<file path="src/hdl/seq_pkg.sv">
// Package for the DC-bus supply startup sequencer.
// Assumes a single 100 MHz system clock and an Avalon-MM register master.
package seq_pkg;

  // ==========================================================================
  // Clock and timing
  // ==========================================================================
  localparam int unsigned CLK_HZ          = 100_000_000; // System clock rate.
  localparam int unsigned CHARGE_MS       = 2400;        // Bus charge time.
  localparam int unsigned RELAY_MS        = 1000;        // Relay close time.
  localparam int unsigned PRECHARGE_MS    = CHARGE_MS + RELAY_MS;
  localparam int unsigned PRECHARGE_CYC   = PRECHARGE_MS * (CLK_HZ / 1000);
  localparam int unsigned BOOST_PCT       = 5;           // Bus raise in start.
  localparam int unsigned BOOST_US        = 1000;        // Raise ramp time.
  localparam int unsigned BOOST_CYC       = BOOST_US * (CLK_HZ / 1_000_000);

  // ==========================================================================
  // Register map (byte addresses, word index in address[5:2])
  // ==========================================================================
  localparam logic [7:0] ADDR_CTRL   = 8'h00; // Config and commands.
  localparam logic [7:0] ADDR_STATUS = 8'h04; // Live status bits.
  localparam logic [7:0] ADDR_IRQ    = 8'h08; // Sticky events, W1C.
  localparam logic [7:0] ADDR_MASK   = 8'h0C; // Interrupt mask.
  localparam logic [7:0] ADDR_INPCFG = 8'h10; // Input assignment and levels.

  // CTRL fields.
  localparam int CTRL_AUTO   = 0; // 1 = automatic startup method.
  localparam int CTRL_INIT   = 1; // Initialization complete flag.
  localparam int CMD_SON     = 8; // Servo-on command pulse.
  localparam int CMD_SOFF    = 9; // Servo-off command pulse.
  localparam int CMD_SD      = 10; // Axis shutdown command pulse.
  localparam int CMD_SDR     = 11; // Axis shutdown reset command pulse.
  localparam logic CTRL_AUTO_RST = 1'b0; // Enable-request is the default.

  // INPCFG fields: assignment in [3:0], required level in [11:8].
  localparam int         NUM_DIN        = 4;
  localparam logic [3:0] INP_ASSIGN_RST = 4'h1; // Enable on input 1.
  localparam logic [3:0] INP_LEVEL_RST  = 4'hF; // Active high required.
  localparam int         LEVEL_LSB      = 8;

  // ==========================================================================
  // Sequencer states, one-hot
  // ==========================================================================
  typedef enum logic [7:0] {
    ST_INIT      = 8'h01,
    ST_PRECHARGE = 8'h02,
    ST_INHIBIT   = 8'h04,
    ST_STOPPED   = 8'h08,
    ST_STARTING  = 8'h10,
    ST_RUNNING   = 8'h20,
    ST_SHUTDOWN  = 8'h40
  } seq_state_e;

  // Status bit layout of the STATUS register; IRQ and MASK use the event bits.
  typedef struct packed {
    logic tracking_ready_status;       // Bit 4.
    logic power_stage_enabled_status;  // Bit 3.
    logic bus_unload_status;           // Bit 2.
    logic bus_charged_status;          // Bit 1.
    logic contactor_enable_output;     // Bit 0.
  } seq_status_s;

  // Events that latch into the sticky register.
  localparam int EV_CHARGED  = 0; // Precharge finished.
  localparam int EV_RUNNING  = 1; // Running reached.
  localparam int EV_STOPPED  = 2; // Stopped reached.
  localparam int EV_SHUTDOWN = 3; // Shutdown entered.
  localparam int NUM_EV      = 4;

endpackage

</file>
<file path="src/hdl/bus_supply_startup_sequencer.sv">
// Startup and shutdown sequencer for a regenerative DC-bus supply.
// Assumes clk_sys at 100 MHz, an Avalon-MM master, raw digital input pins.
//
// Summary of operation
// Precharge only after initialization completes.
// Startup method configurable, enable-request default.
// Close line contactor when precharge begins.
// Precharge lasts 3.4 seconds total.
// Raise bus charged, then go inhibited.
// Inactive configured inputs hold start inhibited.
// Enable permissive defaults to digital input 1.
// External 24V supplies the enable input.
// Leave inhibited when inputs unassigned or correct.
// Stopped shows charged high, unload low.
// Stopped motors only, no regeneration.
// Servo-on moves stopped to starting.
// Starting enables power stage, raises bus.
// Running sets tracking ready status.
// Automatic mode skips stopped and servo-on.
// Servo-off in running returns to stopped; the code ignores servo-off in automatic mode.
// Shutdown holds until shutdown reset command.
// Commands are pulses, ignored where meaningless.
// Current state readable, updated each transition.
`timescale 1ns/1ps
`default_nettype none

module bus_supply_startup_sequencer
  import seq_pkg::*;
#(
  parameter int unsigned PRECHARGE_CYCLES = PRECHARGE_CYC, // Precharge length.
  parameter int unsigned BOOST_CYCLES     = BOOST_CYC      // Bus raise time.
) (
  input  wire logic        clk_sys,          // System clock, 100 MHz.
  input  wire logic        rst,              // Async reset, active high.
  input  wire logic [7:0]  avs_address,      // Byte address.
  input  wire logic        avs_read,         // Read request.
  input  wire logic        avs_write,        // Write request.
  input  wire logic [31:0] avs_writedata,    // Write data.
  input  wire logic [3:0]  avs_byteenable,   // Byte lanes.
  output logic [31:0]      avs_readdata,     // Read data.
  output logic             avs_waitrequest,  // Stall until answer.
  input  wire logic [NUM_DIN-1:0] din_pins,  // Digital input connector.
  output logic             contactor_enable_output, // Line contactor drive.
  output logic             power_stage_on,   // Power transistor enable.
  output logic             regen_allowed,    // Regeneration permitted.
  output logic             bus_boost_req,    // Bus raise request.
  output logic             irq               // Level interrupt.
);

  // ==========================================================================
  // Registers and signals
  // ==========================================================================
  seq_state_e        state_r;           // Current sequencer state.
  seq_state_e        state_nxt;         // Next sequencer state.
  logic [31:0]       cnt_r;             // Shared state timer.
  logic              ctrl_auto_r;       // Startup method select.
  logic              ctrl_init_r;       // Initialization complete.
  logic [3:0]        cmd_r;             // One-cycle command pulses.
  logic [NUM_DIN-1:0] inp_assign_r;     // Inputs assigned to enable.
  logic [NUM_DIN-1:0] inp_level_r;      // Required input levels.
  logic [NUM_DIN-1:0] din_meta_r;       // First synchroniser stage.
  logic [NUM_DIN-1:0] din_sync_r;       // Second synchroniser stage.
  seq_status_s       status_r;          // Live status bits.
  logic [NUM_EV-1:0] irq_stat_r;        // Sticky event bits.
  logic [NUM_EV-1:0] irq_mask_r;        // Interrupt mask.
  logic [NUM_EV-1:0] ev;                // Events this cycle.
  logic              inputs_ok;         // Permissive satisfied.
  logic              timer_done;        // Timer reached its limit.
  logic              acc;               // Bus access this cycle.
  logic              ack_r;             // Answer cycle flag.
  logic              wr_take;           // Write lands this cycle.
  logic [31:0]       ctrl_merged;       // CTRL word after lane merge.
  logic [31:0]       cfg_merged;        // Other words after lane merge.

  // Byte-masked merge of write data into an existing word.
  function automatic logic [31:0] merge(input logic [31:0] old_v,
                                        input logic [31:0] new_v,
                                        input logic [3:0]  be);
    logic [31:0] res;
    res = old_v;
    for (int i = 0; i < 4; i++) begin
      if (be[i]) begin
        res[i*8 +: 8] = new_v[i*8 +: 8];
      end
    end
    return res;
  endfunction

  // ==========================================================================
  // Input synchroniser
  // ==========================================================================
  // Pins are asynchronous; two flops before anything reads them.
  always_ff @(posedge clk_sys or posedge rst) begin
    if (rst) begin
      din_meta_r <= '0;
      din_sync_r <= '0;
    end else begin
      din_meta_r <= din_pins;
      din_sync_r <= din_meta_r;
    end
  end

  // Every assigned input must show its configured level.
  assign inputs_ok = &(~inp_assign_r | ~(din_sync_r ^ inp_level_r));

  // ==========================================================================
  // Bus slave
  // ==========================================================================
  // One wait cycle: requests are answered on the second edge.
  assign acc = (avs_read || avs_write) && !ack_r;

  // Writes land only at the edge where waitrequest is sampled low.
  assign wr_take     = ack_r && avs_write;
  assign ctrl_merged = merge({30'h0, ctrl_init_r, ctrl_auto_r},
                             avs_writedata, avs_byteenable);
  assign cfg_merged  = merge(32'h0, avs_writedata, avs_byteenable);

  always_ff @(posedge clk_sys or posedge rst) begin
    if (rst) begin
      ack_r <= 1'b0;
    end else begin
      ack_r <= acc;
    end
  end

  always_ff @(posedge clk_sys or posedge rst) begin
    if (rst) begin
      avs_waitrequest <= 1'b1;
    end else begin
      avs_waitrequest <= !acc;
    end
  end

  // Read mux; unmapped addresses read zero.
  always_ff @(posedge clk_sys or posedge rst) begin
    if (rst) begin
      avs_readdata <= '0;
    end else if (acc && avs_read) begin
      case (avs_address)
        ADDR_CTRL:   avs_readdata <= {30'h0, ctrl_init_r, ctrl_auto_r};
        ADDR_STATUS: avs_readdata <= {16'h0, state_r, 3'h0, status_r};
        ADDR_IRQ:    avs_readdata <= {28'h0, irq_stat_r};
        ADDR_MASK:   avs_readdata <= {28'h0, irq_mask_r};
        ADDR_INPCFG: avs_readdata <= {20'h0, inp_level_r, 4'h0, inp_assign_r};
        default:     avs_readdata <= '0;
      endcase
    end
  end

  // Configuration writes take effect on the answer edge.
  always_ff @(posedge clk_sys or posedge rst) begin
    if (rst) begin
      ctrl_auto_r  <= CTRL_AUTO_RST;
      ctrl_init_r  <= 1'b0;
      inp_assign_r <= INP_ASSIGN_RST;
      inp_level_r  <= INP_LEVEL_RST;
      irq_mask_r   <= '0;
    end else if (wr_take) begin
      case (avs_address)
        ADDR_CTRL: begin
          ctrl_auto_r <= ctrl_merged[CTRL_AUTO];
          ctrl_init_r <= ctrl_merged[CTRL_INIT];
        end
        ADDR_MASK: begin
          irq_mask_r <= cfg_merged[NUM_EV-1:0];
        end
        ADDR_INPCFG: begin
          inp_assign_r <= cfg_merged[NUM_DIN-1:0];
          inp_level_r  <= cfg_merged[LEVEL_LSB +: NUM_DIN];
        end
        default: begin
        end
      endcase
    end
  end

  // Command bits in CTRL are self-clearing one-cycle pulses.
  always_ff @(posedge clk_sys or posedge rst) begin
    if (rst) begin
      cmd_r <= '0;
    end else if (wr_take && avs_address == ADDR_CTRL
                 && avs_byteenable[1]) begin
      cmd_r <= avs_writedata[CMD_SDR:CMD_SON];
    end else begin
      cmd_r <= '0;
    end
  end

  // ==========================================================================
  // Sequencer
  // ==========================================================================
  assign timer_done = (state_r == ST_PRECHARGE)
                      ? (cnt_r >= PRECHARGE_CYCLES - 1)
                      : (cnt_r >= BOOST_CYCLES - 1);

  // Next-state logic; commands outside their states fall through unused.
  always_comb begin
    state_nxt = state_r;
    if (cmd_r[CMD_SD - CMD_SON] && state_r != ST_INIT) begin
      state_nxt = ST_SHUTDOWN;
    end else begin
      case (state_r)
        ST_INIT: begin
          if (ctrl_init_r) begin
            state_nxt = ST_PRECHARGE;
          end
        end
        ST_PRECHARGE: begin
          if (timer_done) begin
            state_nxt = ST_INHIBIT;
          end
        end
        ST_INHIBIT: begin
          if (inputs_ok) begin
            // Automatic startup bypasses stopped.
            state_nxt = ctrl_auto_r ? ST_STARTING : ST_STOPPED;
          end
        end
        ST_STOPPED: begin
          if (!inputs_ok) begin
            state_nxt = ST_INHIBIT;
          end else if (cmd_r[CMD_SON - CMD_SON]) begin
            state_nxt = ST_STARTING;
          end
        end
        ST_STARTING: begin
          if (!inputs_ok) begin
            state_nxt = ST_INHIBIT;
          end else if (timer_done) begin
            state_nxt = ST_RUNNING;
          end
        end
        ST_RUNNING: begin
          if (!inputs_ok) begin
            state_nxt = ST_INHIBIT;
          end else if (cmd_r[CMD_SOFF - CMD_SON] && !ctrl_auto_r) begin
            state_nxt = ST_STOPPED;
          end
        end
        ST_SHUTDOWN: begin
          if (cmd_r[CMD_SDR - CMD_SON]) begin
            state_nxt = ST_PRECHARGE;
          end
        end
        default: state_nxt = ST_INIT;
      endcase
    end
  end

  always_ff @(posedge clk_sys or posedge rst) begin
    if (rst) begin
      state_r <= ST_INIT;
    end else begin
      state_r <= state_nxt;
    end
  end

  // Timer restarts on every state change.
  always_ff @(posedge clk_sys or posedge rst) begin
    if (rst) begin
      cnt_r <= '0;
    end else if (state_nxt != state_r) begin
      cnt_r <= '0;
    end else if (!timer_done) begin
      cnt_r <= cnt_r + 32'h1;
    end
  end

  // ==========================================================================
  // Outputs and status
  // ==========================================================================
  // All drive and status outputs register from the next state so they track the state.
  always_ff @(posedge clk_sys or posedge rst) begin
    if (rst) begin
      status_r                <= '0;
      contactor_enable_output <= 1'b0;
      power_stage_on          <= 1'b0;
      regen_allowed           <= 1'b0;
      bus_boost_req           <= 1'b0;
    end else begin
      contactor_enable_output <= state_nxt != ST_INIT
                                 && state_nxt != ST_SHUTDOWN;
      status_r.contactor_enable_output <= state_nxt != ST_INIT
                                 && state_nxt != ST_SHUTDOWN;
      status_r.bus_charged_status <= state_nxt inside
          {ST_INHIBIT, ST_STOPPED, ST_STARTING, ST_RUNNING};
      status_r.bus_unload_status  <= state_nxt == ST_SHUTDOWN;
      status_r.power_stage_enabled_status <= state_nxt inside
          {ST_STARTING, ST_RUNNING};
      power_stage_on <= state_nxt inside {ST_STARTING, ST_RUNNING};
      bus_boost_req  <= state_nxt inside {ST_STARTING, ST_RUNNING};
      status_r.tracking_ready_status <= state_nxt == ST_RUNNING;
      regen_allowed  <= state_nxt == ST_RUNNING;
    end
  end

  // ==========================================================================
  // Interrupts
  // ==========================================================================
  // One process drives every event bit, so the vector has a single driver.
  always_comb begin
    ev               = '0;
    ev[EV_CHARGED]   = state_r == ST_PRECHARGE && state_nxt == ST_INHIBIT;
    ev[EV_RUNNING]   = state_r != ST_RUNNING && state_nxt == ST_RUNNING;
    ev[EV_STOPPED]   = state_r != ST_STOPPED && state_nxt == ST_STOPPED;
    ev[EV_SHUTDOWN]  = state_r != ST_SHUTDOWN && state_nxt == ST_SHUTDOWN;
  end

  // Write one to clear; a new event in the same cycle wins.
  always_ff @(posedge clk_sys or posedge rst) begin
    if (rst) begin
      irq_stat_r <= '0;
    end else if (wr_take && avs_address == ADDR_IRQ
                 && avs_byteenable[0]) begin
      irq_stat_r <= (irq_stat_r & ~avs_writedata[NUM_EV-1:0]) | ev;
    end else begin
      irq_stat_r <= irq_stat_r | ev;
    end
  end

  always_ff @(posedge clk_sys or posedge rst) begin
    if (rst) begin
      irq <= 1'b0;
    end else begin
      irq <= |((irq_stat_r | ev) & irq_mask_r);
    end
  end

endmodule

`default_nettype wire

</file>
<file path="config.mk">
export PLATFORM = sky130hd
export DESIGN_NAME = bus_supply_startup_sequencer
export DESIGN_NICKNAME = d
export VERILOG_FILES = /design/src/hdl/seq_pkg.sv /design/src/hdl/bus_supply_startup_sequencer.sv
export SDC_FILE = /design/constraint.sdc
export NUM_CORES = 1
export LEC_CHECK = 0
export ABC_CLOCK_PERIOD_IN_PS = 4200
export BUFFER_PORTS_ARGS = -buffer_cell sky130_fd_sc_hd__buf_2
export CORE_MARGIN = 1.5
export CORE_UTILIZATION = 40
export CTS_CLUSTER_DIAMETER = 30
export DETAILED_ROUTE_END_ITERATION = 8
export GPL_TIMING_DRIVEN = 0
export HOLD_SLACK_MARGIN = 0.1
export PLACE_DENSITY = 0.67
export SLEW_MARGIN = 20
export SYNTH_ARGS = -nofsm -noshare
export SYNTH_HDL_FRONTEND = slang
export SYNTH_SLANG_ARGS = --single-unit
</file>
<file path="constraint.sdc">
create_clock -name clk_sys -period 4.2 [get_ports clk_sys]
set_input_delay 1.05 -clock clk_sys [delete_from_list [all_inputs] [get_ports clk_sys]]
set_output_delay 1.05 -clock clk_sys [all_outputs]
set_load 0.02 [all_outputs]
</file>
== Word level (Yosys, flattened, before mapping) ==
Cells that the tools add are included.
Operators by class
  $add $sub $neg: 1
  muxes and demuxes: 21
  magnitude comparators: 2
  bitwise gates (word level): 9
  equality and inequality tests: 24
  reductions and logical operators: 26
Operators with widths (number)
  8-bit 2-to-1 mux: 11
  16-bit case mux with 5 select lines: 1
  32-bit 2-to-1 mux: 2
  8-bit case mux with 7 select lines: 1
  32-bit by 1-bit adder with 32-bit output (second input constant): 1
  8-bit by 4-bit equality test with 1-bit output (second input constant): 4
  32-bit by 17-bit greater-or-equal comparator with 1-bit output (second input constant): 1
  32-bit by 29-bit greater-or-equal comparator with 1-bit output (second input constant): 1
  8-bit by 3-bit equality test with 1-bit output (second input constant): 3
  8-bit by 5-bit equality test with 1-bit output (second input constant): 3
  8-bit by 6-bit equality test with 1-bit output (second input constant): 2
  8-bit by 7-bit equality test with 1-bit output (second input constant): 2
  4-bit 2-to-1 mux: 4
  8-bit by 1-bit inequality test with 1-bit output (second input constant): 2
  8-bit by 7-bit inequality test with 1-bit output (second input constant): 2
  1-bit logical AND: 14
  4-bit inverter: 3
  4-bit bitwise OR: 3
  4-bit AND: 2
  8-bit by 1-bit equality test with 1-bit output (second input constant): 1
  8-bit by 2-bit equality test with 1-bit output (second input constant): 1
  8-bit logical NOT: 1
  8-bit by 4-bit inequality test with 1-bit output (second input constant): 1
  8-bit by 6-bit inequality test with 1-bit output (second input constant): 1
  13 further kinds: 16
Storage, ports and cells
  flip-flop bits (word level): 110
  logic and storage cells: 103

== Logic depth before layout (Yosys ltp) ==
Gate-level depths: netlist of run 1.
  depth in word-level cells: 12
  gate-level depth with buffers: 10

== Worst setup path after synthesis of run 1 ==
Ideal clock, no wire load.
  kind: input -> register
  start point: input avs_address[6]
  end point: register inp_assign_r[3]
  setup slack: 1171 ps
  data arrival time: 2895 ps
  stages: 7
  path through: or4_1 -> or4_1 -> nor2_1 -> nand3_1 -> clkbuf_1 -> nand2_1 -> o21ai_0
Between the ends
  cells in the longest elaborated chain, start to end: 2
Ends and longest elaborated chain
  start: declaration: line bus_supply_startup_sequencer.sv:35  | input wire logic [7:0] avs_address,
  8-bit by 5-bit equality test with 1-bit output: line bus_supply_startup_sequencer.sv:159  | case (avs_address)
  2-bit AND reduction (no source line)
  end signal: assignment: line bus_supply_startup_sequencer.sv:168  | inp_assign_r <= cfg_merged[NUM_DIN-1:0];
  end: declaration: line bus_supply_startup_sequencer.sv:59  | logic [NUM_DIN-1:0] inp_assign_r;
No other way between the ends.
A chain may end at the register's enable or synchronous reset.

== Worst setup path after layout of run 1 ==
  start point: input avs_address[6]
  end point: register inp_assign_r[2]
The elaborated chain is that of the path after synthesis.

==> results.cfg, run 1 <==
[final_layout]
antenna_cells = 0
multi_input_area_mm2 = 0.002380
final_core_util = 0.4776
post_route_cells_drive_above_1_share = 0.1970
most_frequent_cells_in_the_layout = sky130_fd_sc_hd__dfrtp_1, sky130_fd_sc_hd__nand2_1, sky130_fd_sc_hd__buf_2
area_growth_syn_to_layout_pct = 16.52
flip_flop_and_latch_area_mm2 = 0.002286
final.fill_count = 1168
final_common_cell = sky130_fd_sc_hd__dfrtp_1
design.final.nets = 652

[setup_path]
r2r.worst_path.cells = 8
worstPathMaxFanout = 10
crit_required_ns = 4.42
worstSetupStartpointType = primary input
first_element_of_the_critical_path = avs_address[6]
worst-r2r-setup-slack_ns = 1.13
setup.worst_path.end_class = flip-flop
crit_path_end = inp_assign_r[2]
startpoint_of_the_lowest_slack_register_to_register_path = cnt_r[20]
crit_arrival_ns = 3.35
class_of_the_most_critical_setup_path = in2reg
r2r-end = cnt_r[9]

[clocking]
insertion_delay_ns = 0.36
cts.sinks = 91
clk_root_buffer_cell = sky130_fd_sc_hd__clkbuf_16
post_cts_resize_count = 0
clockBufferDepth = 2
tritoncts = yes
tritoncts.num_buffers = 9
clk_pin_slew_worst_paths_ns = 0.07
number_of_buffers_inserted_by_hold_repair_at_cts = 0
htree_num_levels = 3
post_cts_buffers = 0

[floorplan]
die_h_um = 113.9
floorplan.core_area_mm2 = 0.01201
die_width_um = 113.9
number_of_top_level_design_ports = 90
start_util = 0.4099
fp.dieArea_mm2 = 0.01298
rows = 40

[place]
place.detailed.hpwl_um = 8966
place_congestion = 0.8878
buffer_ports.inserted = 43

[sta]
final.setup_skew_ns = 0.008657
worst_max_slew_pin_slew_ns = 0.7491
clock.fmax_mhz = 319.3
timing.final.setup_violations = 0
layout_worst_path_cycle_share = 0.7456
period_needed_ns = 3.131
count_of_final_max_slew_check_failures = 0
timing.slew.headroom = 0.4877
timing.final.hold_violations = 0
grt_setup_unrepaired = no

[yosys]
synthesis.area_mm2 = 0.004923
post-synth-top-area-fraction = 0.4269
synth-edff-count = 0
yosys_most_used_dff = sky130_fd_sc_hd__dfrtp_1
synth_area_leaders = sky130_fd_sc_hd__dfrtp_1, sky130_fd_sc_hd__nand2_1, sky130_fd_sc_hd__o21ai_0
synth_warnings = 0
synth_top_family_by_area = simple AND/OR/NAND/NOR gates
synth_adder_area_share = 0.002541
synthCells = 525
xor_and_xnor_area_share_after_synthesis = 0.04269
synth_compound_gate_area_share = 0.1710
synth.distinct_cells = 67
synth_seq_cells = 91
synthDominantAreaCellType = sky130_fd_sc_hd__dfrtp_1
synth_simple_gate_area_share = 0.2290
ys_async_sr_fraction = 1.000
sequential_cell_area_fraction_in_the_yosys_report = 0.4643
synth.avg_cell_area_um2 = 9.378
muxShareOfSynthArea = 0.02287

[routing]
antenna_left = 0
finalWirelength_um = 11990
vias = 4037
violation_count_after_the_first_detailed_routing_iteration = 268
routedWlPerCell_um = 15.97
drt-vias-per-instance = 5.375
drt_first_pass_iters = 4
drc = 0

[power_and_ir_drop]
p_per_area_mw_per_mm2 = 328.8
total_leakage_power_nw = 2.537
irDropWorstVdd_mv = 0.1775
report.power.total_mw = 1.886

[global_routing]
grt_util_all_layers = 0.2010
grt_pass1_wl_um = 20100
grt.overflow.total = 0
via_count_of_the_first_global_routing_pass = 4023
grt_max_degree = 51
number_of_antenna_violations_at_the_first_check_in_global_routing = 0

[min_path]
whs_path_depth = 0
hp-class = reg2reg

[run_status]
status = completed

[flow_run]
timing.max_cap.violations = 0
[sequential cells by signal, indices dropped and copies added (netlist names)]
name,cells
ack_r,1
avs_readdata,13
avs_waitrequest,1
cmd_r,4
cnt_r,32
ctrl_auto_r,1
ctrl_init_r,1
din_meta_r,4
din_sync_r,4
inp_assign_r,4
inp_level_r,4
irq,1
irq_mask_r,4
irq_stat_r,4
state_r,8
status_r,5
[critical path, stage by stage]
cell and delay [ns]:
sky130_fd_sc_hd__buf_2 0.09, sky130_fd_sc_hd__or4_1 0.55, sky130_fd_sc_hd__or4_1 0.51, sky130_fd_sc_hd__nor2_1 0.38
sky130_fd_sc_hd__nand3_1 0.28, sky130_fd_sc_hd__clkbuf_1 0.28, sky130_fd_sc_hd__nand2_1 0.11, sky130_fd_sc_hd__o21ai_0 0.09
[kinds of logic (layout without fill, tap and decap cells)]
family          Yosys count  count (layout)
compound gates          122             122
xor+xnor                 24              24
fa+ha+maj                 1               1
buf+inv                  59             119
flops                    91              91
mux                      11              11
other cells               1              20
simple gates            216             216
[final cells by class]
class | count | share of cell area
Buffer | 43 | 0.04689
Clock inverter | 6 | 0.01287
Timing Repair Buffer | 44 | 0.04231
Clock buffer | 10 | 0.04166
Sequential cell | 91 | 0.3985
Tap cell | 147 | 0.03206
Inverter | 16 | 0.01091
Multi-Input combinational cell | 394 | 0.4148
[stage by stage]
stage | hold slack (ns) | setup TNS [ns] | setup slack (ns) | cells | area [um2]
global placement | 0.3338 | -23.07 | -0.2803 | 734 | 5394
CTS | 0.3509 | 0 | 1.088 | 751 | 5737
detailed placement | 0.3347 | 0 | 0.7079 | 735 | 5424
global route | 0.3562 | 0 | 0.9116 | 751 | 5737
floorplan | 0.3312 | 0 | 0.7980 | 544 | 4995
finish | 0.3489 | 0 | 1.069 | 751 | 5737
[where the power goes]
group / internal, mW / switching [mW] / total, mW
clock: 0.484 / 0.361 / 0.845
sequential: 0.891 / 0.0106 / 0.902
combinational: 0.0503 / 0.0894 / 0.140
[cell usage after synthesis, types with 5 or more instances]
master / count
sky130_fd_sc_hd__dfrtp_1: 84
sky130_fd_sc_hd__nand2_1: 74
sky130_fd_sc_hd__nor2_1: 46
sky130_fd_sc_hd__o21ai_0: 45
sky130_fd_sc_hd__buf_4: 21
sky130_fd_sc_hd__nand3_1: 18
sky130_fd_sc_hd__inv_1: 16
sky130_fd_sc_hd__clkbuf_1: 13
sky130_fd_sc_hd__xnor2_1: 13
sky130_fd_sc_hd__or3_1: 12
sky130_fd_sc_hd__a211oi_1: 11
sky130_fd_sc_hd__xor2_1: 11
sky130_fd_sc_hd__a21oi_2: 10
sky130_fd_sc_hd__mux2i_1: 9
sky130_fd_sc_hd__a21o_1: 7
sky130_fd_sc_hd__a22oi_1: 7
sky130_fd_sc_hd__dfstp_2: 7
sky130_fd_sc_hd__nor3_1: 7
sky130_fd_sc_hd__or4_1: 7
sky130_fd_sc_hd__and3_1: 6
sky130_fd_sc_hd__o211ai_1: 6
sky130_fd_sc_hd__a21oi_1: 5
sky130_fd_sc_hd__a221oi_1: 5
sky130_fd_sc_hd__buf_2: 5
sky130_fd_sc_hd__nand3b_1: 5
sky130_fd_sc_hd__nand4_1: 5
sky130_fd_sc_hd__nor4b_1: 5
[metal layers]
metal	global-route usage	routed length, um	vias up	share of wire
met5	0	0	-	0
met4	0.08000	222	0	0.019
met3	0.05154	537	19	0.045
met2	0.3349	5825	87	0.49
met1	0.2500	5407	1941	0.45
li1	-	-	1990	-
[how the worst min path moves through the flow]
| stage | start | end | slack, ns |
|---|---|---|---|
| finish | din_meta_r[3] | din_sync_r[3] | 0.35 |
| global route | din_meta_r[3] | din_sync_r[3] | 0.36 |
| CTS | din_meta_r[3] | din_sync_r[3] | 0.35 |
| detailed placement | din_meta_r[3] | din_sync_r[3] | 0.33 |
| global placement | din_meta_r[2] | din_sync_r[2] | 0.33 |
| floorplan | din_meta_r[0] | din_sync_r[0] | 0.33 |
(Power assumes the default switching activity.)
==> run 2: changes to the inputs <==
ABC_CLOCK_PERIOD_IN_PS = 3100   (was 4200)
clock period = 3.1 ns   (was 4.2 ns; I/O delays follow)
==> run 2 against run 1 <==
Effect of this change: global-route usage fell by 0.12 points; sequential cell count did not move; utilization rose by 0.46 points; hold slack improved by 0.0023 ns; die area did not move; clock skew rose by 0.0013 ns; combinational power rose by 42%; cell count rose by 0.40%; power rose by 33%; clock power rose by 29%; via count rose by 2.2%; first-iteration DRC count fell by 9.3%; highest routed layer unchanged; critical endpoint is now cnt_r[1].
==> results.cfg, run 2 (synthesis results as in run 1) <==
[final_layout]
final_design_area_no_fill_mm2 = 0.005792
final.fill_count = 1119
design.final.nets = 655
largest_reg_flops = 32
area_growth_syn_to_layout_pct = 17.64
registers.top_by_ff_count = cnt_r
top_flop_regs = cnt_r (32), avs_readdata (13), state_r (8)
final_common_cell = sky130_fd_sc_hd__dfrtp_1
antenna_cells = 0
post_route_cells_drive_above_1_share = 0.2092
final_core_util = 0.4822
most_frequent_cells_in_the_layout = sky130_fd_sc_hd__dfrtp_1, sky130_fd_sc_hd__nand2_1, sky130_fd_sc_hd__buf_2

[global_routing]
via_count_of_the_first_global_routing_pass = 3947
grt_max_degree = 32
grt_util_all_layers = 0.1997
grt_pass1_wl_um = 20130
grt.overflow.total = 0
number_of_antenna_violations_at_the_first_check_in_global_routing = 0

[setup_path]
crit_buf_inv = 2
setup.worst_path.end_class = flip-flop
timing.critical_path.slowest_cell_delay_ns = 0.52
class_of_the_most_critical_setup_path = reg2reg
r2r.worst_path.cells = 9
cell_by_cell_listing_of_the_critical_path = buf_4 -> nor4_4 -> nand4b_4 -> nor4_1 -> o311ai_1 -> xnor2_1 -> nand4_2 -> buf_6 -> a21oi_2
worstPathMaxFanout = 10
r2r-end = cnt_r[1]
worst-r2r-setup-slack_ns = 0.21
critical-path-top-delay-family = simple AND/OR/NAND/NOR gates
worstSetupStartpointType = flip-flop
crit_required_ns = 3.37
timing.critical_path.slowest_stage_cell = sky130_fd_sc_hd__nor4_4
startpoint_of_the_lowest_slack_register_to_register_path = state_r[4]
crit_arrival_ns = 3.16

[clocking]
cts.sinks = 91
tritoncts = yes
clk_pin_slew_worst_paths_ns = 0.07
clk_root_buffer_cell = sky130_fd_sc_hd__clkbuf_16
insertion_delay_ns = 0.35
htree_num_levels = 3
number_of_buffers_inserted_by_hold_repair_at_cts = 0
tritoncts.num_buffers = 9
clockBufferDepth = 2

[sta]
sum_of_negative_setup_slack_ns = 0
grt_setup_unrepaired = no
final.setup_skew_ns = 0.009908
worst_max_slew_pin_slew_ns = 0.7393
timing.final.hold_violations = 0
layout_worst_path_cycle_share = 0.9323
finalWorstSetupSlack_ns = 0.2098
clock.fmax_mhz = 346.0
count_of_final_max_slew_check_failures = 0
timing.final.setup_violations = 0
period_needed_ns = 2.890
timing.slew.headroom = 0.4944

[power_and_ir_drop]
report.power.total_mw = 2.506
irDropWorstVdd_mv = 0.3151
total_leakage_power_nw = 2.565
p_per_area_mw_per_mm2 = 432.7

[run_status]
status = completed

[floorplan]
floorplan.core_area_mm2 = 0.01201
number_of_top_level_design_ports = 90
die_h_um = 113.9
fp.dieArea_mm2 = 0.01298
die_width_um = 113.9
start_util = 0.4099
rows = 40

[routing]
antenna_left = 0
finalWirelength_um = 12100
drt-vias-per-instance = 5.471
violation_count_after_the_first_detailed_routing_iteration = 243
drc = 0
vias = 4125
routedWlPerCell_um = 16.05
drt_first_pass_iters = 5

[min_path]
hp-class = reg2reg
worstHoldEndpoint = din_sync_r[0]
min-delay-start = din_meta_r[0]
whs_path_depth = 0

[flow_run]
timing.max_cap.violations = 0

[place]
dp_worst_setup_slack_ns = -0.04498
place_congestion = 0.9128
place.detailed.hpwl_um = 9016
post_dp_cell_area_mm2 = 0.005473
buffer_ports.inserted = 43
==> run 2: changes by cell type in the layout (fill, tap and decap cells not counted), moves of 2 or more <==
cell	change
sky130_fd_sc_hd__clkbuf_1	-3
sky130_fd_sc_hd__clkbuf_2	+3
sky130_fd_sc_hd__clkinv_4	-2
sky130_fd_sc_hd__clkinvlp_4	+2
==> run 2: metrics by stage <==
step	std cells	hold WS, ns
2_1_floorplan	544	0.3312
3_3_place_gp	734	0.3347
3_5_place_dp	737	0.3364
4_1_cts	753	0.3524
5_1_grt	754	0.3706
6_report	754	0.3513
==> run 2: where the power goes <==
group	switching (mW)	internal, mW
combinational	0.124	0.0745
sequential	0.0143	1.21
clock	0.490	0.596
total	0.629	1.88
==> run 2: metal layers <==
metal / routed length (um) / vias up / global-route usage
met5: 0 / - / 0
li1: - / 1997 / -
met2: 6063 / 127 / 0.3325
met1: 5273 / 1996 / 0.2580
met4: 100 / 0 / 0.05833
met3: 660 / 5 / 0.05048
==> run 2: final cells by class <==
cell class	instances	area (um2)	area share
timing repair buffer	47	297.8	0.05142
buffer	43	272.8	0.04709
tap	147	183.9	0.03176
clock buffer	11	252.7	0.04364
clock inverter	5	42.54	0.007345
multi-input combinational	394	2392	0.4130
inverter	16	63.81	0.01102
sequential	91	2286	0.3947
==> run 2: how the worst max path moves through the flow <==
stage | startpoint | endpoint | slack (ns) | cells after the start
finish | state_r[4] | cnt_r[1] | 0.21 | 9
global route | state_r[4] | cnt_r[1] | 0.01 | 9
CTS | cnt_r[0] | cnt_r[11] | 0.11 | 9
detailed placement | avs_address[6] | inp_assign_r[2] | -0.04 | 8
global placement | avs_address[6] | inp_assign_r[3] | 0.005 | 8
floorplan | avs_address[6] | inp_assign_r[3] | 0.35 | 7
==> run 2: repair_timing <==
item	CTS	global route
endpoints found under the setup margin	0	32
setup buffers	0	1
gates resized for setup	0	8
==> run 2: worst register-to-register path: stages (launching register included) <==
cell                       delay (ns)
sky130_fd_sc_hd__dfrtp_1         0.36
sky130_fd_sc_hd__buf_4           0.17
sky130_fd_sc_hd__nor4_4          0.52
sky130_fd_sc_hd__nand4b_4        0.23
sky130_fd_sc_hd__nor4_1          0.44
sky130_fd_sc_hd__o311ai_1        0.22
sky130_fd_sc_hd__xnor2_1         0.26
sky130_fd_sc_hd__nand4_2         0.26
sky130_fd_sc_hd__buf_6           0.24
sky130_fd_sc_hd__a21oi_2         0.12
==> run 3: changes to the inputs <==
CORE_MARGIN = 10   (was 1.5)
==> run 3 against run 2 <==
Effect of this change: register-to-register slack better by 0.06 ns; sequential power barely moved; non-clock buffer count rose by 1; largest cell class unchanged; routed wire length increased by 3.1%; die area up 32%; count of clock-buffer cells in the layout decreased by 2; combinational power about the same; power fell by 0.27%.
==> results.cfg, run 3 (synthesis results as in run 1) <==
[run_status]
status = completed

[sta]
timing.slew.headroom = 0.5220
timing.final.setup_violations = 0
count_of_final_max_slew_check_failures = 0
fin_worst_hold_slack_ns = 0.3492
period_needed_ns = 2.832
grt_setup_unrepaired = no
finalWorstSetupSlack_ns = 0.2682
layout_worst_path_cycle_share = 0.9135
timing.final.hold_violations = 0
final.setup_skew_ns = 0.01054
worst_max_slew_pin_slew_ns = 0.6989
clock.fmax_mhz = 353.1

[final_layout]
design.final.nets = 656
most_frequent_cells_in_the_layout = sky130_fd_sc_hd__dfrtp_1, sky130_fd_sc_hd__nand2_1, sky130_fd_sc_hd__buf_2
post_route_cells_drive_above_1_share = 0.2089
antenna_cells = 0
top_flop_regs = cnt_r (32), avs_readdata (13), state_r (8)
registers.top_by_ff_count = cnt_r
final_common_cell = sky130_fd_sc_hd__dfrtp_1
area_growth_syn_to_layout_pct = 17.81
largest_reg_flops = 32

[min_path]
min-delay-start = din_meta_r[0]
whs_path_depth = 0
hp-class = reg2reg
worstHoldEndpoint = din_sync_r[0]

[routing]
drt_first_pass_iters = 5
drt-vias-per-instance = 5.360
routedWlPerCell_um = 16.53
drc = 0
finalWirelength_um = 12480
antenna_left = 0
vias = 4047
violation_count_after_the_first_detailed_routing_iteration = 300

[global_routing]
grt_util_all_layers = 0.1517
number_of_antenna_violations_at_the_first_check_in_global_routing = 0
grt_pass1_wl_um = 20420
grt.overflow.total = 0
grt_max_degree = 29
via_count_of_the_first_global_routing_pass = 4016

[floorplan]
rows = 40
die_h_um = 130.9
fp.dieArea_mm2 = 0.01715
number_of_top_level_design_ports = 90
die_width_um = 130.9
floorplan.core_area_mm2 = 0.01201
start_util = 0.4099

[setup_path]
r2r-end = cnt_r[10]
setup.worst_path.end_class = flip-flop
worst-r2r-setup-slack_ns = 0.27
r2r.worst_path.cells = 8
class_of_the_most_critical_setup_path = reg2reg
worstPathMaxFanout = 10
crit_arrival_ns = 3.11
startpoint_of_the_lowest_slack_register_to_register_path = state_r[0]
worstSetupStartpointType = flip-flop
crit_required_ns = 3.38

[power_and_ir_drop]
irDropWorstVdd_mv = 0.2353
p_per_area_mw_per_mm2 = 430.9
total_leakage_power_nw = 2.551

[clocking]
tritoncts = yes
clk_root_buffer_cell = sky130_fd_sc_hd__clkbuf_16
htree_num_levels = 3
tritoncts.num_buffers = 9
number_of_buffers_inserted_by_hold_repair_at_cts = 0
cts.sinks = 91
clk_pin_slew_worst_paths_ns = 0.07
insertion_delay_ns = 0.36
clockBufferDepth = 2

[place]
place.detailed.hpwl_um = 9684
place_congestion = 0.8843
dp_worst_setup_slack_ns = -0.07888
buffer_ports.inserted = 43

[flow_run]
timing.max_cap.violations = 0
run 3: changes by cell type in the layout (fill, tap and decap cells not counted), sizes merged:
| cell | previous run | this run |
|---|---|---|
| buf | 77 | 78 |
| clkbuf | 24 | 22 |
| clkinv | 2 | 1 |
| clkinvlp | 2 | 3 |
| inv | 17 | 19 |
run 3: worst max-delay path by stage:
stage / startpoint / to / slack (ns) / depth (start not counted)
floorplan: avs_address[6] / inp_assign_r[3] / 0.35 / 7
global placement: avs_address[6] / inp_assign_r[3] / -0.08 / 8
detailed placement: avs_address[6] / inp_assign_r[1] / -0.08 / 8
CTS: cnt_r[0] / cnt_r[11] / 0.02 / 9
global route: state_r[2] / cnt_r[9] / 0.04 / 9
finish: state_r[0] / cnt_r[10] / 0.27 / 8
run 3: area by class of cell:
class | instances | area [um2]
Sequential cell | 91 | 2286
Buffer | 43 | 270.3
Multi-Input combinational cell | 394 | 2405
Clock buffer | 9 | 225.2
Fill cell | 1162 | 6211
Inverter | 16 | 63.81
Clock inverter | 7 | 68.82
Timing Repair Buffer | 48 | 297.8
Tap cell | 147 | 183.9
run 3: what timing repair did:
item	in CTS	in global routing
buffers inserted	0	2
endpoints found under the setup margin	0	11
resized for setup	0	6
run 3: metrics by stage:
| stage | instances | util | instance area [um2] | setup TNS [ns] | total power, mW |
|---|---|---|---|---|---|
| finish | 755 | 0.4829 | 5801 | 0 | 2.500 |
| detailed placement | 737 | 0.4550 | 5465 | -0.3089 | 1.441 |
| global placement | 734 | 0.4494 | 5398 | -0.4171 | 1.427 |
| global route | 755 | 0.4829 | 5801 | 0 | 2.600 |
| floorplan | 544 | - | 4999 | 0 | 1.375 |
| CTS | 753 | 0.4795 | 5759 | 0 | 2.524 |
run 3: worst max-delay path, stage by stage, from the launching register on:
cell	delay, ns
sky130_fd_sc_hd__dfstp_2	0.59
sky130_fd_sc_hd__buf_2	0.24
sky130_fd_sc_hd__nor4b_1	0.56
sky130_fd_sc_hd__a21o_1	0.32
sky130_fd_sc_hd__nand2_1	0.24
sky130_fd_sc_hd__mux2i_1	0.23
sky130_fd_sc_hd__nand4_2	0.22
sky130_fd_sc_hd__buf_6	0.23
sky130_fd_sc_hd__nor2_1	0.12
run 3: metal layers:
metal	global-route usage	wire length, um	vias up
met5	0	0	-
met4	0.05363	201	0
met3	0.03626	655	16
met2	0.2533	6106	89
met1	0.1872	5515	1949
li1	-	-	1993
run 3: report_power, final:
part	internal [mW]	switching, mW	total, mW
combinational	0.0730	0.124	0.197
sequential	1.21	0.0140	1.22
clock	0.564	0.518	1.08
